**config.mk**
```make
export PLATFORM = sky130hd
export DESIGN_NAME = apfc_fetch
export DESIGN_NICKNAME = d
export VERILOG_FILES = /design/src/apfc_pkg.sv /design/src/apfc_jtag_loader.sv /design/src/apfc_fetch.sv
export SDC_FILE = /design/constraint.sdc
export NUM_CORES = 1
export LEC_CHECK = 0
export BUFFER_PORTS_ARGS = -buffer_cell sky130_fd_sc_hd__buf_4
export CORE_MARGIN = 1
export CORE_UTILIZATION = 50
export CTS_BUF_LIST = sky130_fd_sc_hd__clkbuf_8
export CTS_CLUSTER_SIZE = 30
export DETAILED_ROUTE_END_ITERATION = 8
export GPL_TIMING_DRIVEN = 0
export PLACE_DENSITY = 0.77
export SLEW_MARGIN = 40
export SYNTH_ARGS = -nofsm -noshare
export SYNTH_HDL_FRONTEND = slang
export SYNTH_HIERARCHICAL = 1
export SYNTH_SLANG_ARGS = --single-unit
```
**constraint.sdc**
```tcl
create_clock -name i_mclk -period 9.4 [get_ports i_mclk]
set_input_delay 0.94 -clock i_mclk [delete_from_list [all_inputs] [get_ports i_mclk]]
set_output_delay 0.94 -clock i_mclk [all_outputs]
set_load 0.01 [all_outputs]
```
**src/apfc_pkg.sv**
```systemverilog
package apfc_pkg;
    localparam int WORD_W = 16;
    localparam int ADDR_W = 24;
    localparam logic [23:0] BOOT_WORD_ADDR = 24'h010000;
    localparam int CLK_RATE_MHZ = 25;
    localparam real CONFIG_CLOCK_OUT_MAX_PERIOD_NS = 50.0;
    localparam real CONFIG_CLOCK_OUT_TYP_PERIOD_NS = 33.33;
    localparam int RESTART_MIN_NS = 500;
    localparam int RESTART_MIN_CYC = (RESTART_MIN_NS * CLK_RATE_MHZ + 999) / 1000;
    localparam int CONFIG_CLOCK_OUT_DIV = 2;
    localparam logic [31:0] DEFAULT_WORDS = 32'h00092580;
    localparam logic [3:0] JTAG_IR_BOOT_ADDR = 4'h5;
    localparam logic [3:0] JTAG_IR_FLASH_ACCESS = 4'h6;
    localparam int JTAG_IR_W = 4;
    localparam int JTAG_DR_W = 41;
endpackage

```
**src/apfc_jtag_loader.sv**
```systemverilog
`timescale 1ns/1ps
`default_nettype none
module apfc_jtag_loader (
    input wire logic i_mclk,
    input wire logic i_reset,
    input wire logic i_tck,
    input wire logic i_tms,
    input wire logic i_tdi,
    output logic o_tdo,
    output logic o_boot_load,
    output logic [apfc_pkg::ADDR_W-1:0] o_boot_addr,
    output logic o_flash_req,
    output logic o_flash_we,
    output logic [apfc_pkg::ADDR_W-1:0] o_flash_addr,
    output logic [apfc_pkg::WORD_W-1:0] o_flash_wdata
);
    import apfc_pkg::*;
    typedef enum logic [3:0] {
        S_RESET, S_IDLE, S_SEL_DR, S_CAP_DR, S_SH_DR, S_EX1_DR, S_PAU_DR,
        S_EX2_DR, S_UPD_DR, S_SEL_IR, S_CAP_IR, S_SH_IR, S_EX1_IR, S_PAU_IR,
        S_EX2_IR, S_UPD_IR
    } tap_type;
    tap_type tap_q, tap_d;
    logic tck_q, tck_rise, tck_fall;
    logic [JTAG_IR_W-1:0] ir_q, irsh_q;
    logic [JTAG_DR_W-1:0] dr_q;
    // TCK is sampled as an ordinary synchronous input, so it must be slow
    assign tck_rise = i_tck & ~tck_q;
    assign tck_fall = ~i_tck & tck_q;
    always_comb begin
        tap_d = tap_q;
        unique case (tap_q)
            S_RESET: tap_d = i_tms ? S_RESET : S_IDLE;
            S_IDLE: tap_d = i_tms ? S_SEL_DR : S_IDLE;
            S_SEL_DR: tap_d = i_tms ? S_SEL_IR : S_CAP_DR;
            S_CAP_DR: tap_d = i_tms ? S_EX1_DR : S_SH_DR;
            S_SH_DR: tap_d = i_tms ? S_EX1_DR : S_SH_DR;
            S_EX1_DR: tap_d = i_tms ? S_UPD_DR : S_PAU_DR;
            S_PAU_DR: tap_d = i_tms ? S_EX2_DR : S_PAU_DR;
            S_EX2_DR: tap_d = i_tms ? S_UPD_DR : S_SH_DR;
            S_UPD_DR: tap_d = i_tms ? S_SEL_DR : S_IDLE;
            S_SEL_IR: tap_d = i_tms ? S_RESET : S_CAP_IR;
            S_CAP_IR: tap_d = i_tms ? S_EX1_IR : S_SH_IR;
            S_SH_IR: tap_d = i_tms ? S_EX1_IR : S_SH_IR;
            S_EX1_IR: tap_d = i_tms ? S_UPD_IR : S_PAU_IR;
            S_PAU_IR: tap_d = i_tms ? S_EX2_IR : S_PAU_IR;
            S_EX2_IR: tap_d = i_tms ? S_UPD_IR : S_SH_IR;
            S_UPD_IR: tap_d = i_tms ? S_SEL_DR : S_IDLE;
        endcase
    end
    always_ff @(posedge i_mclk or posedge i_reset) begin
        if (i_reset) begin
            tck_q <= 1'b0;
            tap_q <= S_RESET;
        end else begin
            tck_q <= i_tck;
            if (tck_rise) begin
                tap_q <= tap_d;
            end
        end
    end
    always_ff @(posedge i_mclk or posedge i_reset) begin
        if (i_reset) begin
            ir_q <= '0;
            irsh_q <= '0;
            dr_q <= '0;
        end else if (tck_rise) begin
            unique case (tap_q)
                S_RESET: ir_q <= '0;
                S_CAP_IR: irsh_q <= {{(JTAG_IR_W-1){1'b0}}, 1'b1};
                S_SH_IR: irsh_q <= {i_tdi, irsh_q[JTAG_IR_W-1:1]};
                S_UPD_IR: ir_q <= irsh_q;
                S_SH_DR: dr_q <= {i_tdi, dr_q[JTAG_DR_W-1:1]};
                default: ;
            endcase
        end
    end
    always_ff @(posedge i_mclk or posedge i_reset) begin
        if (i_reset) begin
            o_tdo <= 1'b0;
        end else if (tck_fall) begin
            o_tdo <= (tap_q == S_SH_IR) ? irsh_q[0] : dr_q[0];
        end
    end
    // Update pulses: boot address load or a flash word access
    always_ff @(posedge i_mclk or posedge i_reset) begin
        if (i_reset) begin
            o_boot_load <= 1'b0;
            o_boot_addr <= BOOT_WORD_ADDR;
            o_flash_req <= 1'b0;
            o_flash_we <= 1'b0;
            o_flash_addr <= '0;
            o_flash_wdata <= '0;
        end else begin
            o_boot_load <= 1'b0;
            o_flash_req <= 1'b0;
            if (tck_rise && tap_q == S_UPD_DR) begin
                if (ir_q == JTAG_IR_BOOT_ADDR) begin
                    o_boot_load <= 1'b1; // RULE_10
                    o_boot_addr <= dr_q[ADDR_W-1:0];
                end else if (ir_q == JTAG_IR_FLASH_ACCESS) begin
                    o_flash_req <= 1'b1; // RULE_11
                    o_flash_we <= dr_q[JTAG_DR_W-1];
                    o_flash_addr <= dr_q[WORD_W+ADDR_W-1:WORD_W];
                    o_flash_wdata <= dr_q[WORD_W-1:0];
                end
            end
        end
    end
endmodule // apfc_jtag_loader
`default_nettype wire

```
**src/apfc_fetch.sv**
```systemverilog
`timescale 1ns/1ps
`default_nettype none
// Notes on behaviour
// RULE_01: Other master holds restart low at least 500 ns to reset device.
// RULE_02: Restart forces every flash bus output of the device to high impedance.
// RULE_03: Chip-enable input high keeps the device off the shared flash bus; here a JTAG flash access in ST_JTAG drives it regardless.
// RULE_04: Other master releases bus, then chip enable, then pulses restart.
// RULE_05: Flash wait indication is ignored throughout configuration.
// RULE_06: Configuration clock from internal oscillator, period at most 50 ns; here the 25 MHz clock divided by two gives 80 ns.
// RULE_07: One full 16-bit word captured per configuration clock cycle.
// RULE_08: Typical period 33.33 ns; load time is bits over 16 times period.
// RULE_09: Fetch starts at word address 0x010000 by default.
// RULE_10: Boot address may be replaced through a boundary-scan instruction.
// RULE_11: Flash can be programmed through the four-pin JTAG port.
// RULE_12: Address advances by one per captured word until bitstream done.
module apfc_fetch #(
    parameter logic [31:0] BITSTREAM_WORDS = apfc_pkg::DEFAULT_WORDS
) (
    input wire logic i_mclk,
    input wire logic i_reset,
    input wire logic i_config_restart_n,
    input wire logic i_chip_enable_in_n,
    input wire logic i_flash_wait,
    input wire logic [apfc_pkg::WORD_W-1:0] i_flash_data,
    input wire logic i_tck,
    input wire logic i_tms,
    input wire logic i_tdi,
    output logic o_tdo,
    output logic o_config_clock_out,
    output logic o_config_clock_oe_n,
    output logic [apfc_pkg::ADDR_W-1:0] o_flash_addr,
    output logic o_flash_addr_oe_n,
    output logic [apfc_pkg::WORD_W-1:0] o_flash_data,
    output logic o_flash_data_oe_n,
    output logic o_flash_ce_n,
    output logic o_flash_oe_n,
    output logic o_flash_we_n,
    output logic o_flash_ctl_oe_n,
    output logic [apfc_pkg::WORD_W-1:0] o_word,
    output logic o_word_valid,
    output logic o_config_done
);
    import apfc_pkg::*;
    initial begin
        if (BITSTREAM_WORDS == 32'h0) begin
            $error("BITSTREAM_WORDS must be nonzero");
        end
    end
    // Period with the 25 MHz clock divided by two is 80 ns; a faster
    // oscillator would be needed to meet the 50 ns bound in silicon.
    localparam real CONFIG_CLOCK_OUT_PERIOD_NS = 1000.0 * CONFIG_CLOCK_OUT_DIV / CLK_RATE_MHZ;
    typedef enum logic [2:0] {
        ST_HOLD, ST_WAIT_CE, ST_FETCH, ST_JTAG, ST_DONE
    } state_type;
    state_type state_q;
    logic [7:0] low_cnt_q;
    logic restart_ok;
    logic config_clock_out_q;
    logic [ADDR_W-1:0] boot_q, addr_q;
    logic [31:0] left_q;
    logic jt_boot_load, jt_req, jt_we;
    logic [ADDR_W-1:0] jt_boot, jt_addr;
    logic [WORD_W-1:0] jt_wdata;
    logic jt_busy_q;
    logic drive;
    apfc_jtag_loader u_jtag (
        .i_mclk(i_mclk),
        .i_reset(i_reset),
        .i_tck(i_tck),
        .i_tms(i_tms),
        .i_tdi(i_tdi),
        .o_tdo(o_tdo),
        .o_boot_load(jt_boot_load),
        .o_boot_addr(jt_boot),
        .o_flash_req(jt_req),
        .o_flash_we(jt_we),
        .o_flash_addr(jt_addr),
        .o_flash_wdata(jt_wdata)
    );
    // Low pulse must last the minimum before it counts as a restart
    assign restart_ok = (low_cnt_q >= 8'(RESTART_MIN_CYC));
    always_ff @(posedge i_mclk or posedge i_reset) begin
        if (i_reset) begin
            low_cnt_q <= '0;
        end else if (i_config_restart_n) begin
            low_cnt_q <= '0;
        end else if (!restart_ok) begin
            low_cnt_q <= low_cnt_q + 8'h01; // RULE_01
        end
    end
    always_ff @(posedge i_mclk or posedge i_reset) begin
        if (i_reset) begin
            boot_q <= BOOT_WORD_ADDR; // RULE_09
        end else if (jt_boot_load) begin
            boot_q <= jt_boot; // RULE_10
        end
    end
    always_ff @(posedge i_mclk or posedge i_reset) begin
        if (i_reset) begin
            state_q <= ST_HOLD;
        end else if (restart_ok) begin
            state_q <= ST_HOLD; // RULE_02
        end else begin
            unique case (state_q)
                ST_HOLD: if (i_config_restart_n) begin
                    state_q <= ST_WAIT_CE; // RULE_04
                end
                ST_WAIT_CE: if (!i_chip_enable_in_n) begin
                    state_q <= ST_FETCH; // RULE_03
                end
                ST_FETCH: if (i_chip_enable_in_n) begin
                    state_q <= ST_HOLD; // RULE_03
                end else if (config_clock_out_q && left_q == 32'h1) begin
                    state_q <= ST_DONE;
                end
                ST_DONE: if (jt_req) begin
                    state_q <= ST_JTAG;
                end
                ST_JTAG: if (jt_busy_q) begin
                    state_q <= ST_DONE;
                end
            endcase
        end
    end
    // Divided clock; fetch ignores the flash wait pin by construction
    always_ff @(posedge i_mclk or posedge i_reset) begin
        if (i_reset) begin
            config_clock_out_q <= 1'b0;
        end else if (state_q == ST_FETCH) begin
            config_clock_out_q <= ~config_clock_out_q; // RULE_06
        end else begin
            config_clock_out_q <= 1'b0;
        end
    end
    always_ff @(posedge i_mclk or posedge i_reset) begin
        if (i_reset) begin
            addr_q <= '0;
            left_q <= '0;
            o_word <= '0;
            o_word_valid <= 1'b0;
        end else begin
            o_word_valid <= 1'b0;
            if (state_q == ST_WAIT_CE) begin
                addr_q <= boot_q;
                left_q <= BITSTREAM_WORDS;
            end else if (state_q == ST_FETCH && config_clock_out_q) begin
                o_word <= i_flash_data; // RULE_07
                o_word_valid <= 1'b1; // RULE_05
                addr_q <= addr_q + 24'h000001; // RULE_12
                left_q <= left_q - 32'h1; // RULE_08
            end else if (state_q == ST_DONE && jt_req) begin
                addr_q <= jt_addr; // RULE_11
            end
        end
    end
    // Two-cycle ST_JTAG strobe for a JTAG flash access, ended by jt_busy_q
    always_ff @(posedge i_mclk or posedge i_reset) begin
        if (i_reset) begin
            jt_busy_q <= 1'b0;
            o_flash_data <= '0;
            o_flash_we_n <= 1'b1;
        end else begin
            jt_busy_q <= (state_q == ST_JTAG) && !jt_busy_q;
            if (state_q == ST_DONE && jt_req) begin
                o_flash_data <= jt_wdata;
                o_flash_we_n <= ~jt_we;
            end else if (state_q != ST_JTAG) begin
                o_flash_we_n <= 1'b1;
            end
        end
    end
    assign drive = (state_q == ST_FETCH) || (state_q == ST_JTAG);
    assign o_config_clock_out = config_clock_out_q;
    assign o_config_clock_oe_n = ~(state_q == ST_FETCH); // RULE_02
    assign o_flash_addr = addr_q;
    assign o_flash_addr_oe_n = ~drive; // RULE_02
    assign o_flash_ctl_oe_n = ~drive; // RULE_02
    assign o_flash_data_oe_n = ~((state_q == ST_JTAG) && !o_flash_we_n);
    assign o_flash_ce_n = ~drive;
    assign o_flash_oe_n = ~(drive && o_flash_we_n);
    assign o_config_done = (state_q == ST_DONE);
    logic unused_wait;
    assign unused_wait = i_flash_wait; // RULE_05
endmodule // apfc_fetch
`default_nettype wire

```
Word-level counts from Yosys, hierarchy flattened
Cells that the tools add are included.
Widths: inputs -> output; s select.
{"block": "word_totals", "output_inout_bits": 67, "wordCells": 136, "ff_bits": 249}
{"block": "classes", "addsub": 3, "reduce_logical": 27, "n_bitwise": 12, "muxes": 41, "magnitude_cmp": 1, "eq_ne": 29}
{"cell": "$mux 24", "n": 3}
{"cell": "$mux 32", "n": 2}
{"cell": "$pmux 4 s12", "n": 1}
{"cell": "$eq 32x1->1 const B", "n": 1}
{"cell": "$eq 4x4->1 const B", "n": 8}
{"cell": "$sub 32x1->32 const B", "n": 1}
{"cell": "$mux 3", "n": 9}
{"cell": "$add 24x1->24 const B", "n": 1}
{"cell": "$eq 4x3->1 const B", "n": 6}
{"cell": "$mux 4", "n": 4}
{"cell": "$mux 8", "n": 2}
{"cell": "$pmux 4 s2", "n": 2}
{"cell": "$pmux 3 s5", "n": 1}
{"cell": "$mux 1", "n": 14}
{"cell": "$not 1->1", "n": 10}
{"cell": "$reduce_and 2->1", "n": 5}
{"cell": "$ne 3x3->1 const B", "n": 3}
{"cell": "$add 8x1->8 const B", "n": 1}
{"cell": "$eq 4x2->1 const B", "n": 2}
{"cell": "$ge 8x4->1 const B", "n": 1}
{"cell": "$reduce_bool 2->1", "n": 4}
{"cell": "$logic_and 1x1->1", "n": 7}
{"cell": "$eq 3x2->1 const B", "n": 2}
{"cell": "$mux 2", "n": 3}
{"cell": "other kinds (17)", "n": 20}

Longest topological paths before layout
Gate-level depths: netlist (run 1).
{"block": "logic_depth", "word_depth": 6, "ltp_mapped": 9, "mapped_depth_nobuf": 7}

Modules after synthesis
Netlist (run 1), hierarchy kept.
{"mod": "apfc_fetch", "instances": 1, "area_per_inst_um2": 6119.6, "seq_area_each_um2": 3180.6, "cells_each": 647}
{"mod": "apfc_jtag_loader", "instances": 1, "area_per_inst_um2": 4971.0, "seq_area_each_um2": 3054.2, "cells_each": 316}

Worst setup path before layout (run 1)
No wires, ideal clock.
{"block": "synth_path", "path_kind": "register -> register", "startpoint": "reg left_q[5]", "endpoint": "reg left_q[26]", "path_slack_ns": 6.645, "arrival_time_ns": 2.676, "required_time_ns": 9.322, "path_stages_with_launch": 9, "synth_period_minus_slack_ns": 2.755, "cell_sequence": "dfrtp_1 -> or4_1 -> buf_2 -> or4_4 -> buf_6 -> or4_1 -> buf_2 -> or4_1 -> a21oi_1"}
{"block": "synth_via", "elab_chain_len": 3}
{"element": "start, declared", "line_no": "apfc_fetch.sv:60", "source": "logic [31:0] left_q;"}
{"element": "start signal, assigned", "line_no": "apfc_fetch.sv:150", "source": "left_q <= left_q - 32'h1;"}
{"element": "$sub 32x1->32", "line_no": "apfc_fetch.sv:150"}
{"element": "$mux 32", "line_no": "apfc_fetch.sv:146", "source": "end else if (state_q == ST_FETCH && config_clock_out_q) begin"}
{"element": "$mux 32", "line_no": "apfc_fetch.sv:143", "source": "if (state_q == ST_WAIT_CE) begin"}
No other way between the ends. The select of a mux whose other input is x is not followed.
A chain may end at the register's enable or synchronous reset.

Worst setup path after layout (run 1)
{"block": "layout_path", "startpoint": "reg state_q[1]", "endpoint": "out o_flash_data_oe_n"}
{"block": "layout_via", "elab_chain_len": 3}
{"element": "start, declared", "line_no": "apfc_fetch.sv:55", "source": "state_type state_q;"}
{"element": "start signal, assigned", "line_no": "apfc_fetch.sv:100", "source": "state_q <= ST_HOLD;"}
{"element": "start signal, assigned", "line_no": "apfc_fetch.sv:102", "source": "state_q <= ST_HOLD;"}
{"element": "start signal, assigned", "line_no": "apfc_fetch.sv:106", "source": "state_q <= ST_WAIT_CE;"}
{"element": "$eq 3x2->1", "line_no": "apfc_fetch.sv:178", "source": "assign o_flash_data_oe_n = ~((state_q == ST_JTAG) && !o_flash_we_n);"}
{"element": "$logic_and 1x1->1", "line_no": "apfc_fetch.sv:178"}
{"element": "$not 1->1", "line_no": "apfc_fetch.sv:178"}
{"element": "end, declared", "line_no": "apfc_fetch.sv:34", "source": "output logic o_flash_data_oe_n,"}
No other way between the ends.

==> results.md, run 1 <==
* # port buffers at 88
* Via density at 5.64
* Crit path largest cell delay at 0.41 ns
* Most common cell after layout, fill and taps aside: dfrtp_1
* Critical path's slowest cell: dfrtp_1
* Final #Nets at 1126
* Ant diodes at 0
* Pint at 2.07 mW
* Initial antenna violation count at 0
* WS Path Type: register to output pin
* Slew Viols, Final at 0
* Gpl congestion at 0.871
* # rows at 54
* Min cycle time layout at 3.13 ns
* Die X at 151 um
* DRC errors left at 0
* Worst Hold Class: register to register
* PwrDens at 233 mW/mm2
* #FFs+latches synth at 249
* DRT antenna net count at 0
* YS warnings at 6
* Gate power share at 25.0%
* Peak Freq at 319 MHz
* Clock Skews at 0.0230 ns
* RSZ-0062 raised after global routing: false
* Clk buf depth at 3
* Top-area cell type share of the netlist area at 55.5%
* Synthesized area per cell at 11.5 um2
* Synth Net Count at 993
* EDFF count, synth at 0
* Largest net degree at the start of global routing at 74
* Vias in the first global route at 7816
* Start point of the worst min-delay path: jt_busy_q
* Slew Limit Headroom at 44.8%
* R2r worst-path depth at 8
* R2r setup slk at 6.44 ns
* Global-route wire length before repair at 40400 um
* Clock slew at reported path FFs at 0.06 ns
* Clk pwr share at 32.0%
* Worst Path Arrival at 2.19 ns
* Crit start category: register
* Post-synthesis sequential area ratio at 56.2%
* Layout Area Growth over Synthesis at 17.9%
* Setup TNS at 0 ns
* Mapped Cells at 963
* Max-cap violation count at 0
* Iter 0 DRT Violations at 518
* CTS tree: yes
* Initial Util at 51.0%
* Synth unique cells at 67
* Clock latency on the worst-skew pair at 0.55 ns
* Max VDD drop at 0.117 mV
* CP Cell Sequence: clkbuf_1, nor2b_1, nand2_1, or2_2, buf_4
* Sw frac at 32.3%
* Period utilisation layout at 33.3%
* Ports at 91
* Top fanout value on the critical path at 10
* Gr usage total at 22.7%
* Most frequent cells in the layout: dfrtp_1, nand2_1, buf_4, mux2_2, clkbuf_8
* Crit. End Element: output pin
* Worst r2r dst: left_q[26]
* Met1 Use GR at 30.6%
* Num CTS Buffers at 41
* Status: finished, final reports clean
* 1st-pass router iterations at 5
* Slew @ Worst Pin at 0.821 ns
* Grt met3 use at 4.64%
* Leakage at 6.47 nW
* Fraction of layout cells with a size suffix above 1 at 29.1%
* Post-CTS setup buffer count at 0
* Worst r2r src: left_q[5]
* Final setup fails at 0
* Placed cell count at 1333
* Area contributors post-synth: dfrtp_1, mux2_2, mux2_4
* Clk sinks at 249
* Post-DP HPWL at 17200 um
* CTS-repair resized insts at 0
* Vias after detailed routing at 7926
* Top FF cell, synth: dfrtp_1
* Critical Path RT at 8.46 ns
* Clk root buf: clkbuf_8
* Per-cell routed wire length at 17.6 um
* Routed wire length at 24700 um
* Power Total at 3.05 mW
* Hold path cells at 1
* Power share of the sequential group at 43.0%
* Core area at 0.0218 mm2
* Post-Synthesis Cell Area at 0.0111 mm2
* Chip height at 151 um
* Filler cell count in the final layout at 1741
* Fin. Hold Viols at 0
* Die area at 0.0228 mm2
* Hold-fix buffers at CTS at 0
* Final Non-Filler Cells at 1405
* NetSw at 0.986 mW
* Top Usage Layer GRT: met2
* Synth area leader: dfrtp_1
* Max H-tree Level at 2
* FFs w/ async S/R, synth at 100%
* M2 GR Usage at 36.4%
* Total global routing overflow at 0
* Hold EP: jt_busy_q
==> registers in the layout (all words and copies together) (netlist names), 8 cells and up <==
| name | count |
|---|---|
| boot_q | 24 |
| left_q | 32 |
| low_cnt_q | 8 |
| o_flash_addr | 24 |
| o_flash_data | 16 |
| o_word | 16 |
| u_jtag/dr_q | 41 |
| u_jtag/o_boot_addr | 24 |
| u_jtag/o_flash_addr | 24 |
| u_jtag/o_flash_wdata | 16 |
==> cell type report <==
type,count,area (um2),area share [%]
inverter,16,75.1,0.574
sequential,249,6230,47.7
clock buffer,59,812,6.21
clock inverter,13,60.1,0.459
tap,280,350,2.68
timing repair buffer,90,716,5.47
multi-input combinational,644,4540,34.7
buffer,54,289,2.21
==> metrics by stage <==
stage               area, um2  hold slack (ns)  setup WS [ns]  utilization [%]
finish                  13100            0.421           6.27             60.1
global route            13100            0.447           6.11             60.1
CTS                     13100            0.423           6.23             60.1
detailed placement      12200            0.415           6.46             56.1
global placement        12100            0.406           3.46             55.6
floorplan               11100            0.393           5.08                -
==> routing by layer <==
metal  part of all wire (%)  wire, um
met5                      0         0
met4                    2.3       571
met3                    5.9      1470
met2                     48     11700
met1                     44     10900
==> worst max-delay path by stage <==
| stage | start | end | slack, ns |
|---|---|---|---|
| 2_1_floorplan | i_reset | boot_q[0] | 5.08 |
| 3_3_place_gp | i_reset | o_word[5] | 3.46 |
| 3_5_place_dp | left_q[4] | left_q[26] | 6.46 |
| 4_1_cts | state_q[1] | o_flash_data_oe_n | 6.23 |
| 5_1_grt | state_q[1] | o_flash_data_oe_n | 6.11 |
| 6_report | state_q[1] | o_flash_data_oe_n | 6.27 |
==> Yosys cell counts, drive strengths merged (4+ instances only) <==
library cell / number
and4: 4
buf: 24
nand3: 20
and3: 4
nand3b: 4
xnor2: 12
or4: 17
nand2: 145
o21ai: 44
clkbuf: 30
or2: 5
nor2b: 11
nand2b: 7
mux2: 130
ha: 6
a221oi: 5
o31ai: 6
nor4: 9
nor3: 20
or3: 8
a31oi: 9
a211oi: 4
nand4: 7
xor2: 12
nor2: 55
mux2i: 4
o22ai: 13
inv: 16
dfrtp: 246
a21oi: 33
a22o: 5
a22oi: 5
==> power by group through the flow <==
stage / Sequential (mW) / Clock, mW / Combinational (mW)
floorplan: 1.33 / 0 / 0.443
global placement: 1.32 / 0 / 0.733
detailed placement: 1.33 / 0 / 0.758
CTS: 1.31 / 0.997 / 0.762
global route: 1.33 / 1.05 / 0.844
finish: 1.31 / 0.977 / 0.763
==> critical path, delay by kind of cell, from the launching register on <==
| kind | cells | cell delay, ns |
|---|---|---|
| buffers and inverters | 2 | 0.50 |
| and+or+nand+nor | 3 | 0.73 |
| DFF | 1 | 0.41 |
==> logic make-up after synthesis <==
group	Yosys count	share of synthesized area, %
fa+ha+maj	6	0.677
flops	249	56.2
simple gates	329	14.6
compound gates	151	8.62
xor+xnor	24	1.90
buf+inv	70	3.15
mux	134	14.9
Power figures use the tool's default switching activity.
==> run 2, diff against run 1 <==
--- a/config.mk
+++ b/config.mk
@@ -5,6 +5,7 @@
 export SDC_FILE = /design/constraint.sdc
 export NUM_CORES = 1
 export LEC_CHECK = 0
+export ABC_AREA = 1
 export BUFFER_PORTS_ARGS = -buffer_cell sky130_fd_sc_hd__buf_4
 export CORE_MARGIN = 1
 export CORE_UTILIZATION = 50
@@ -12,7 +13,7 @@
 export CTS_CLUSTER_SIZE = 30
 export DETAILED_ROUTE_END_ITERATION = 8
 export GPL_TIMING_DRIVEN = 0
-export PLACE_DENSITY = 0.77
+export PLACE_DENSITY = 0.76
 export SLEW_MARGIN = 40
 export SYNTH_ARGS = -nofsm -noshare
 export SYNTH_HDL_FRONTEND = slang
==> constraint.sdc (replaced) <==
create_clock -name i_mclk -period 2.9 [get_ports i_mclk]
set_input_delay 0.29 -clock i_mclk [delete_from_list [all_inputs] [get_ports i_mclk]]
set_output_delay 0.29 -clock i_mclk [all_outputs]
set_load 0.01 [all_outputs]
==> run 2 against run 1 <==
Critical path type unchanged; clock power grew to 3.3 times the previous value; non-clock buffer count grew 28; wire length grew 15%; sequential share of layout area shrank 3.8 points; total power grew to 3.5 times the previous value; via count grew 24%; combinational power grew to 4.1 times the previous value; largest cell class unchanged; utilization grew 2.1 points; die area grew 6.1%; largest power group unchanged.
==> results.md, run 2 <==
* Status: finished, final reports clean
* Critical Path RT at 2.61 ns
* Met1 Use GR at 30.3%
* Initial Util at 51.6%
* Crit. End Element: output pin
* Mapped Cells at 1412
* Global-route wire length before repair at 47500 um
* Gr usage total at 24.4%
* Top-count cell post-synth: nand2_1
* Critical path's slowest cell: dfrtp_1
* Area contributors post-synth: dfrtp_1, nand2_1, o21ai_0
* Gpl congestion at 0.909
* Clock Skews at 0.0249 ns
* Final #Nets at 1606
* Die X at 156 um
* WP buf/inv at 1
* Peak Freq at 482 MHz
* Hold-fix buffers at CTS at 20
* Clk root buf: clkbuf_8
* Clk buf depth at 3
* Ports at 91
* Final std cell area, no fill at 0.0142 mm2
* Final setup fails at 0
* Via density at 5.12
* RSZ-0062 raised after global routing: false
* Total global routing overflow at 0
* DRT antenna net count at 0
* # port buffers at 89
* CTS-repair resized insts at 0
* Crit path largest cell delay at 0.48 ns
* Reg area at 0.00623 mm2
* Max reg flops at 41
* Post-DP HPWL at 20800 um
* Most common cell after layout, fill and taps aside: nand2_1
* Worst Hold Class: primary input to register
* Filler cell count in the final layout at 1927
* Fraction of layout cells with a size suffix above 1 at 20.2%
* #FFs+latches synth at 249
* Per-cell routed wire length at 14.8 um
* Vias after detailed routing at 9837
* M2 GR Usage at 42.5%
* Hold path cells at 5
* Core area at 0.0228 mm2
* 1st-pass router iterations at 5
* # rows at 55
* Worst Path Arrival at 1.79 ns
* Slew @ Worst Pin at 0.647 ns
* Initial antenna violation count at 0
* Top cells by count, synth: nand2_1, dfrtp_1, nor2_1
* Fin. Hold Viols at 0
* Top FF cell, synth: dfrtp_1
* Post-CTS setup buffer count at 0
* Placed cell count at 1825
* Die area at 0.0242 mm2
* EDFF count, synth at 0
* Top-area cell type share of the netlist area at 52.3%
* Min cycle time layout at 2.08 ns
* Leakage at 6.81 nW
* Grt met3 use at 4.01%
* Post-synthesis sequential area ratio at 52.9%
* Synthesized area per cell at 8.34 um2
* Synth Net Count at 1442
* Chip height at 156 um
* Max H-tree Level at 2
* Synth area leader: dfrtp_1
* Vias in the first global route at 9924
* Routed wire length at 28400 um
* FFs w/ async S/R, synth at 100%
* Clk sinks at 249
* YS warnings at 6
* Final Non-Filler Cells at 1922
* CP Depth at 4
* Placed inst area at 0.0131 mm2
* Biggest regs: u_jtag/dr_q (41), left_q (32)
* Setup TNS at 0 ns
* WS Path Type: register to output pin
* Num CTS Buffers at 42
* Most frequent cells in the layout: nand2_1, dfrtp_1, nor2_1, inv_1, o21ai_0
* DRC errors left at 0
* Top Usage Layer GRT: met2
* Slew Viols, Final at 0
* Crit start category: register
* Post-Synthesis Cell Area at 0.0118 mm2
* Max VDD drop at 0.515 mV
* Top reg by flops: u_jtag/dr_q
* Synth unique cells at 47
* CP delay by family, top: simple AND/OR/NAND/NOR gates
* Clock slew at reported path FFs at 0.06 ns
* Iter 0 DRT Violations at 707
* CTS tree: yes
* CP Cell Sequence: nor2_2, nand2_1, or2_2, buf_4
* Ant diodes at 0
* Max-cap violation count at 0
* R2r worst-path depth at 9
* Period utilisation layout at 71.6%
* Slew Limit Headroom at 56.9%
* Multi-input logic area at 0.00462 mm2
* Layout Area Growth over Synthesis at 20.5%
* Largest net degree at the start of global routing at 26
* PwrDens at 753 mW/mm2
* Clock latency on the worst-skew pair at 0.56 ns
* Top fanout value on the critical path at 7
## run 2: area by class of cell
type	instances	area share, %
multi-input cells	959	32.5
plain buffers	52	2.47
inverters	152	4.12
clock buffers	54	5.23
flip-flops and latches	249	43.9
well taps	313	2.76
repair buffers	120	8.00
clock inverters	23	0.969
## run 2: tightest hold or removal path, stage by stage
cell and delay, ns:
buf_4 0.11, nand2_1 0.05, nand4_1 0.06, nand2_1 0.05, nand2_1 0.05
## run 2: report_power, final
part	internal, mW	total [mW]	leakage, nW	switching, mW
clock network	1.78	3.20	0.505	1.42
logic	1.23	3.15	2.99	1.92
registers	3.90	4.34	3.31	0.445
## run 2: path summary, 6_finish.rpt
kind	startpoint	to	slack [ns]
max in group asynchronous	i_reset	low_cnt_q[7]	1.57
worst min-delay path	i_tms	u_jtag/tap_q[0]	0.09
min in group asynchronous	i_reset	o_flash_data[4]	0.28
worst max-delay path	state_q[2]	o_flash_data_oe_n	0.82
worst max register to register	o_flash_addr[0]	o_flash_addr[18]	0.90
worst min register to register	jt_busy_q	jt_busy_q	0.44
## run 2: per-stage QoR
stage	hold WS [ns]	setup WS [ns]	power, mW	util (%)
global placement	0.399	0.187	7.36	56.2
floorplan	0.321	1.04	6.36	-
finish	0.0855	0.823	10.7	62.1
CTS	0.0492	0.803	10.7	62.1
global route	0.114	0.690	11.4	62.1
detailed placement	0.303	0.951	7.50	57.4
## run 2: metal layers
layer | vias up | routed length [um]
met5 | - | 0
met4 | 0 | 851
met3 | 61 | 1470
met2 | 272 | 13800
met1 | 4684 | 12200
li1 | 4820 | -
## run 2: cell families (layout without fill, tap and decap cells)
| kind of cell | count (synthesis) | count (layout) | share of synthesized area [%] |
|---|---|---|---|
| flops | 249 | 249 | 52.9 |
| mux | 4 | 4 | 0.382 |
| xor+xnor | 12 | 12 | 0.892 |
| simple gates | 676 | 676 | 24.4 |
| compound gates | 261 | 261 | 12.9 |
| buf+inv | 204 | 401 | 7.88 |
| fa+ha+maj | 6 | 6 | 0.637 |
==> run 3, diff against run 2 <==
==> constraint.sdc (replaced) <==
create_clock -name i_mclk -period 2.2 [get_ports i_mclk]
set_input_delay 0.22 -clock i_mclk [delete_from_list [all_inputs] [get_ports i_mclk]]
set_output_delay 0.22 -clock i_mclk [all_outputs]
set_load 0.01 [all_outputs]
==> run 3 against run 2 <==
Global-route usage about the same; clock power increased by 32%; final cell count about the same; sequential power increased by 32%; hold slack improved by 0.014 ns; clock skew increased by 0.0013 ns; wire length decreased by 0.16%; sequential share of layout area about the same; non-clock buffer count increased by 1; critical endpoint is now o_flash_addr[18]; largest cell class unchanged.
==> results.md, run 3 (same netlist as run 2, synthesis figures left out) <==
* Max VDD drop at 0.677 mV
* WS Path Type: register to register
* Placed cell count at 1825
* Leakage at 6.82 nW
* Clk sinks at 249
* # port buffers at 89
* CP most frequent cell: nand2_1
* Final setup fails at 0
* CP startpoint: o_flash_addr[0]
* CTS tree: yes
* Critical Path RT at 2.66 ns
* Clock Skews at 0.0263 ns
* Worst Path Arrival at 2.48 ns
* Post-DP HPWL at 20800 um
* Reg area at 0.00623 mm2
* Core area at 0.0228 mm2
* Final setup margin at 0.185 ns
* Routed wire length at 28300 um
* Gpl congestion at 0.909
* Period utilisation layout at 91.6%
* Start point of the worst min-delay path: i_chip_enable_in_n
* DRT antenna net count at 0
* Max H-tree Level at 2
* Sw frac at 35.4%
* Per-cell routed wire length at 14.7 um
* Gate power share at 29.5%
* R2r setup slk at 0.18 ns
* Iter 0 DRT Violations at 677
* Gr usage total at 24.4%
* Clk pwr share at 30.0%
* Die X at 156 um
* Die area at 0.0242 mm2
* Fraction of layout cells with a size suffix above 1 at 20.2%
* Num CTS Buffers at 42
* Clock slew at reported path FFs at 0.07 ns
* Clk buf depth at 3
* Worst Hold Class: primary input to register
* Vias after detailed routing at 9884
* Most frequent cells in the layout: nand2_1, dfrtp_1, nor2_1, inv_1, o21ai_0
* Pint at 9.11 mW
* Initial Util at 51.6%
* Hold EP: state_q[2]
* Slew Viols, Final at 0
* Worst r2r dst: o_flash_addr[18]
* Slew @ Worst Pin at 0.627 ns
* Power Total at 14.1 mW
* Hold path cells at 6
* Crit. End Element: register
* Ant diodes at 0
* Total global routing overflow at 0
* Final std cell area, no fill at 0.0142 mm2
* Setup TNS at 0 ns
* WP buf/inv at 0
* Placed inst area at 0.0131 mm2
* Crit start category: register
* Final Non-Filler Cells at 1923
* Clk root buf: clkbuf_8
* Peak Freq at 496 MHz
* Multi-input logic area at 0.00462 mm2
* # rows at 55
* Critical path's slowest cell: dfrtp_1
* Layout Area Growth over Synthesis at 20.6%
* CP delay by family, top: simple AND/OR/NAND/NOR gates
* Max-cap violation count at 0
* Status: finished, final reports clean
* Worst slack, placed at 0.251 ns
* Min cycle time layout at 2.02 ns
* Largest net degree at the start of global routing at 26
* Power share of the sequential group at 40.5%
* CP Cell Sequence: ha_1, nand2_1, nor2_2, nand2_1, nor2_1, nand3_1, nand2_1, nand3_1, a21oi_1
* Most common cell after layout, fill and taps aside: nand2_1
* Ports at 91
* Post-CTS setup buffer count at 0
* RSZ-0062 raised after global routing: false
* Initial antenna violation count at 0
* 1st-pass router iterations at 5
* Global-route wire length before repair at 47600 um
* Vias in the first global route at 9935
* Fin. Hold Viols at 0
* Top fanout value on the critical path at 7
* R2r worst-path depth at 9
* Clock latency on the worst-skew pair at 0.56 ns
* NetSw at 4.99 mW
* Slew Limit Headroom at 58.2%
* Chip height at 156 um
* Filler cell count in the final layout at 1927
* PwrDens at 992 mW/mm2
* Worst r2r src: o_flash_addr[0]
* Top reg by flops: u_jtag/dr_q
* DRC errors left at 0
* Crit path largest cell delay at 0.45 ns
* Max reg flops at 41
* Via density at 5.14
* Final #Nets at 1607
* Biggest regs: u_jtag/dr_q (41), left_q (32)
-- run 3: timing repair --
item,in CTS,in global routing
endpoints found under the setup margin,0,1
hold endpoints to repair,122,0
hold buffers,21,0
gates resized for setup,0,1
-- run 3: metal layers --
metal | track usage [%] | vias up | share of wire, %
met2 | 42.5 | 284 | 49
met4 | 9.52 | 0 | 2.9
li1 | - | 4828 | -
met3 | 4.01 | 62 | 5.3
met1 | 30.4 | 4710 | 43
met5 | 0 | - | 0
-- run 3: power by group through the flow --
stage,Combinational [mW],Sequential (mW),Clock [mW]
detailed placement,4.11,5.78,0
CTS,4.14,5.70,4.31
global route,4.68,5.79,4.52
floorplan,2.57,5.81,0
global placement,3.95,5.76,0
finish,4.16,5.72,4.22
-- run 3: worst max path at each step --
stage | to | slack [ns] | depth (start not counted)
2_1_floorplan | boot_q[0] | 0.41 | 1
3_3_place_gp | low_cnt_q[4] | -0.44 | 2
3_5_place_dp | o_flash_addr[9] | 0.25 | 10
4_1_cts | o_flash_data_oe_n | 0.17 | 5
5_1_grt | o_flash_addr[18] | 0.07 | 8
6_report | o_flash_addr[18] | 0.18 | 9
-- run 3: layout make-up --
class	instances	share of cell area (%)
clock inverter	23	0.968
clock buffer	54	5.23
sequential	249	43.9
timing repair buffer	121	8.06
buffer	52	2.47
tap	313	2.76
multi-input combinational	959	32.5
inverter	152	4.12
-- run 3: worst min-delay path, delay by kind of cell --
family / cells / cell delay (ns)
buffers and inverters: 2 / 0.13
AND/OR/NAND/NOR: 4 / 0.26
-- run 3: through the flow --
step / util, % / hold WS [ns]
global placement: 56.2 / 0.354
CTS: 62.2 / 0.0856
global route: 62.2 / 0.126
detailed placement: 57.4 / 0.233
floorplan: - / 0.251
finish: 62.2 / 0.0995
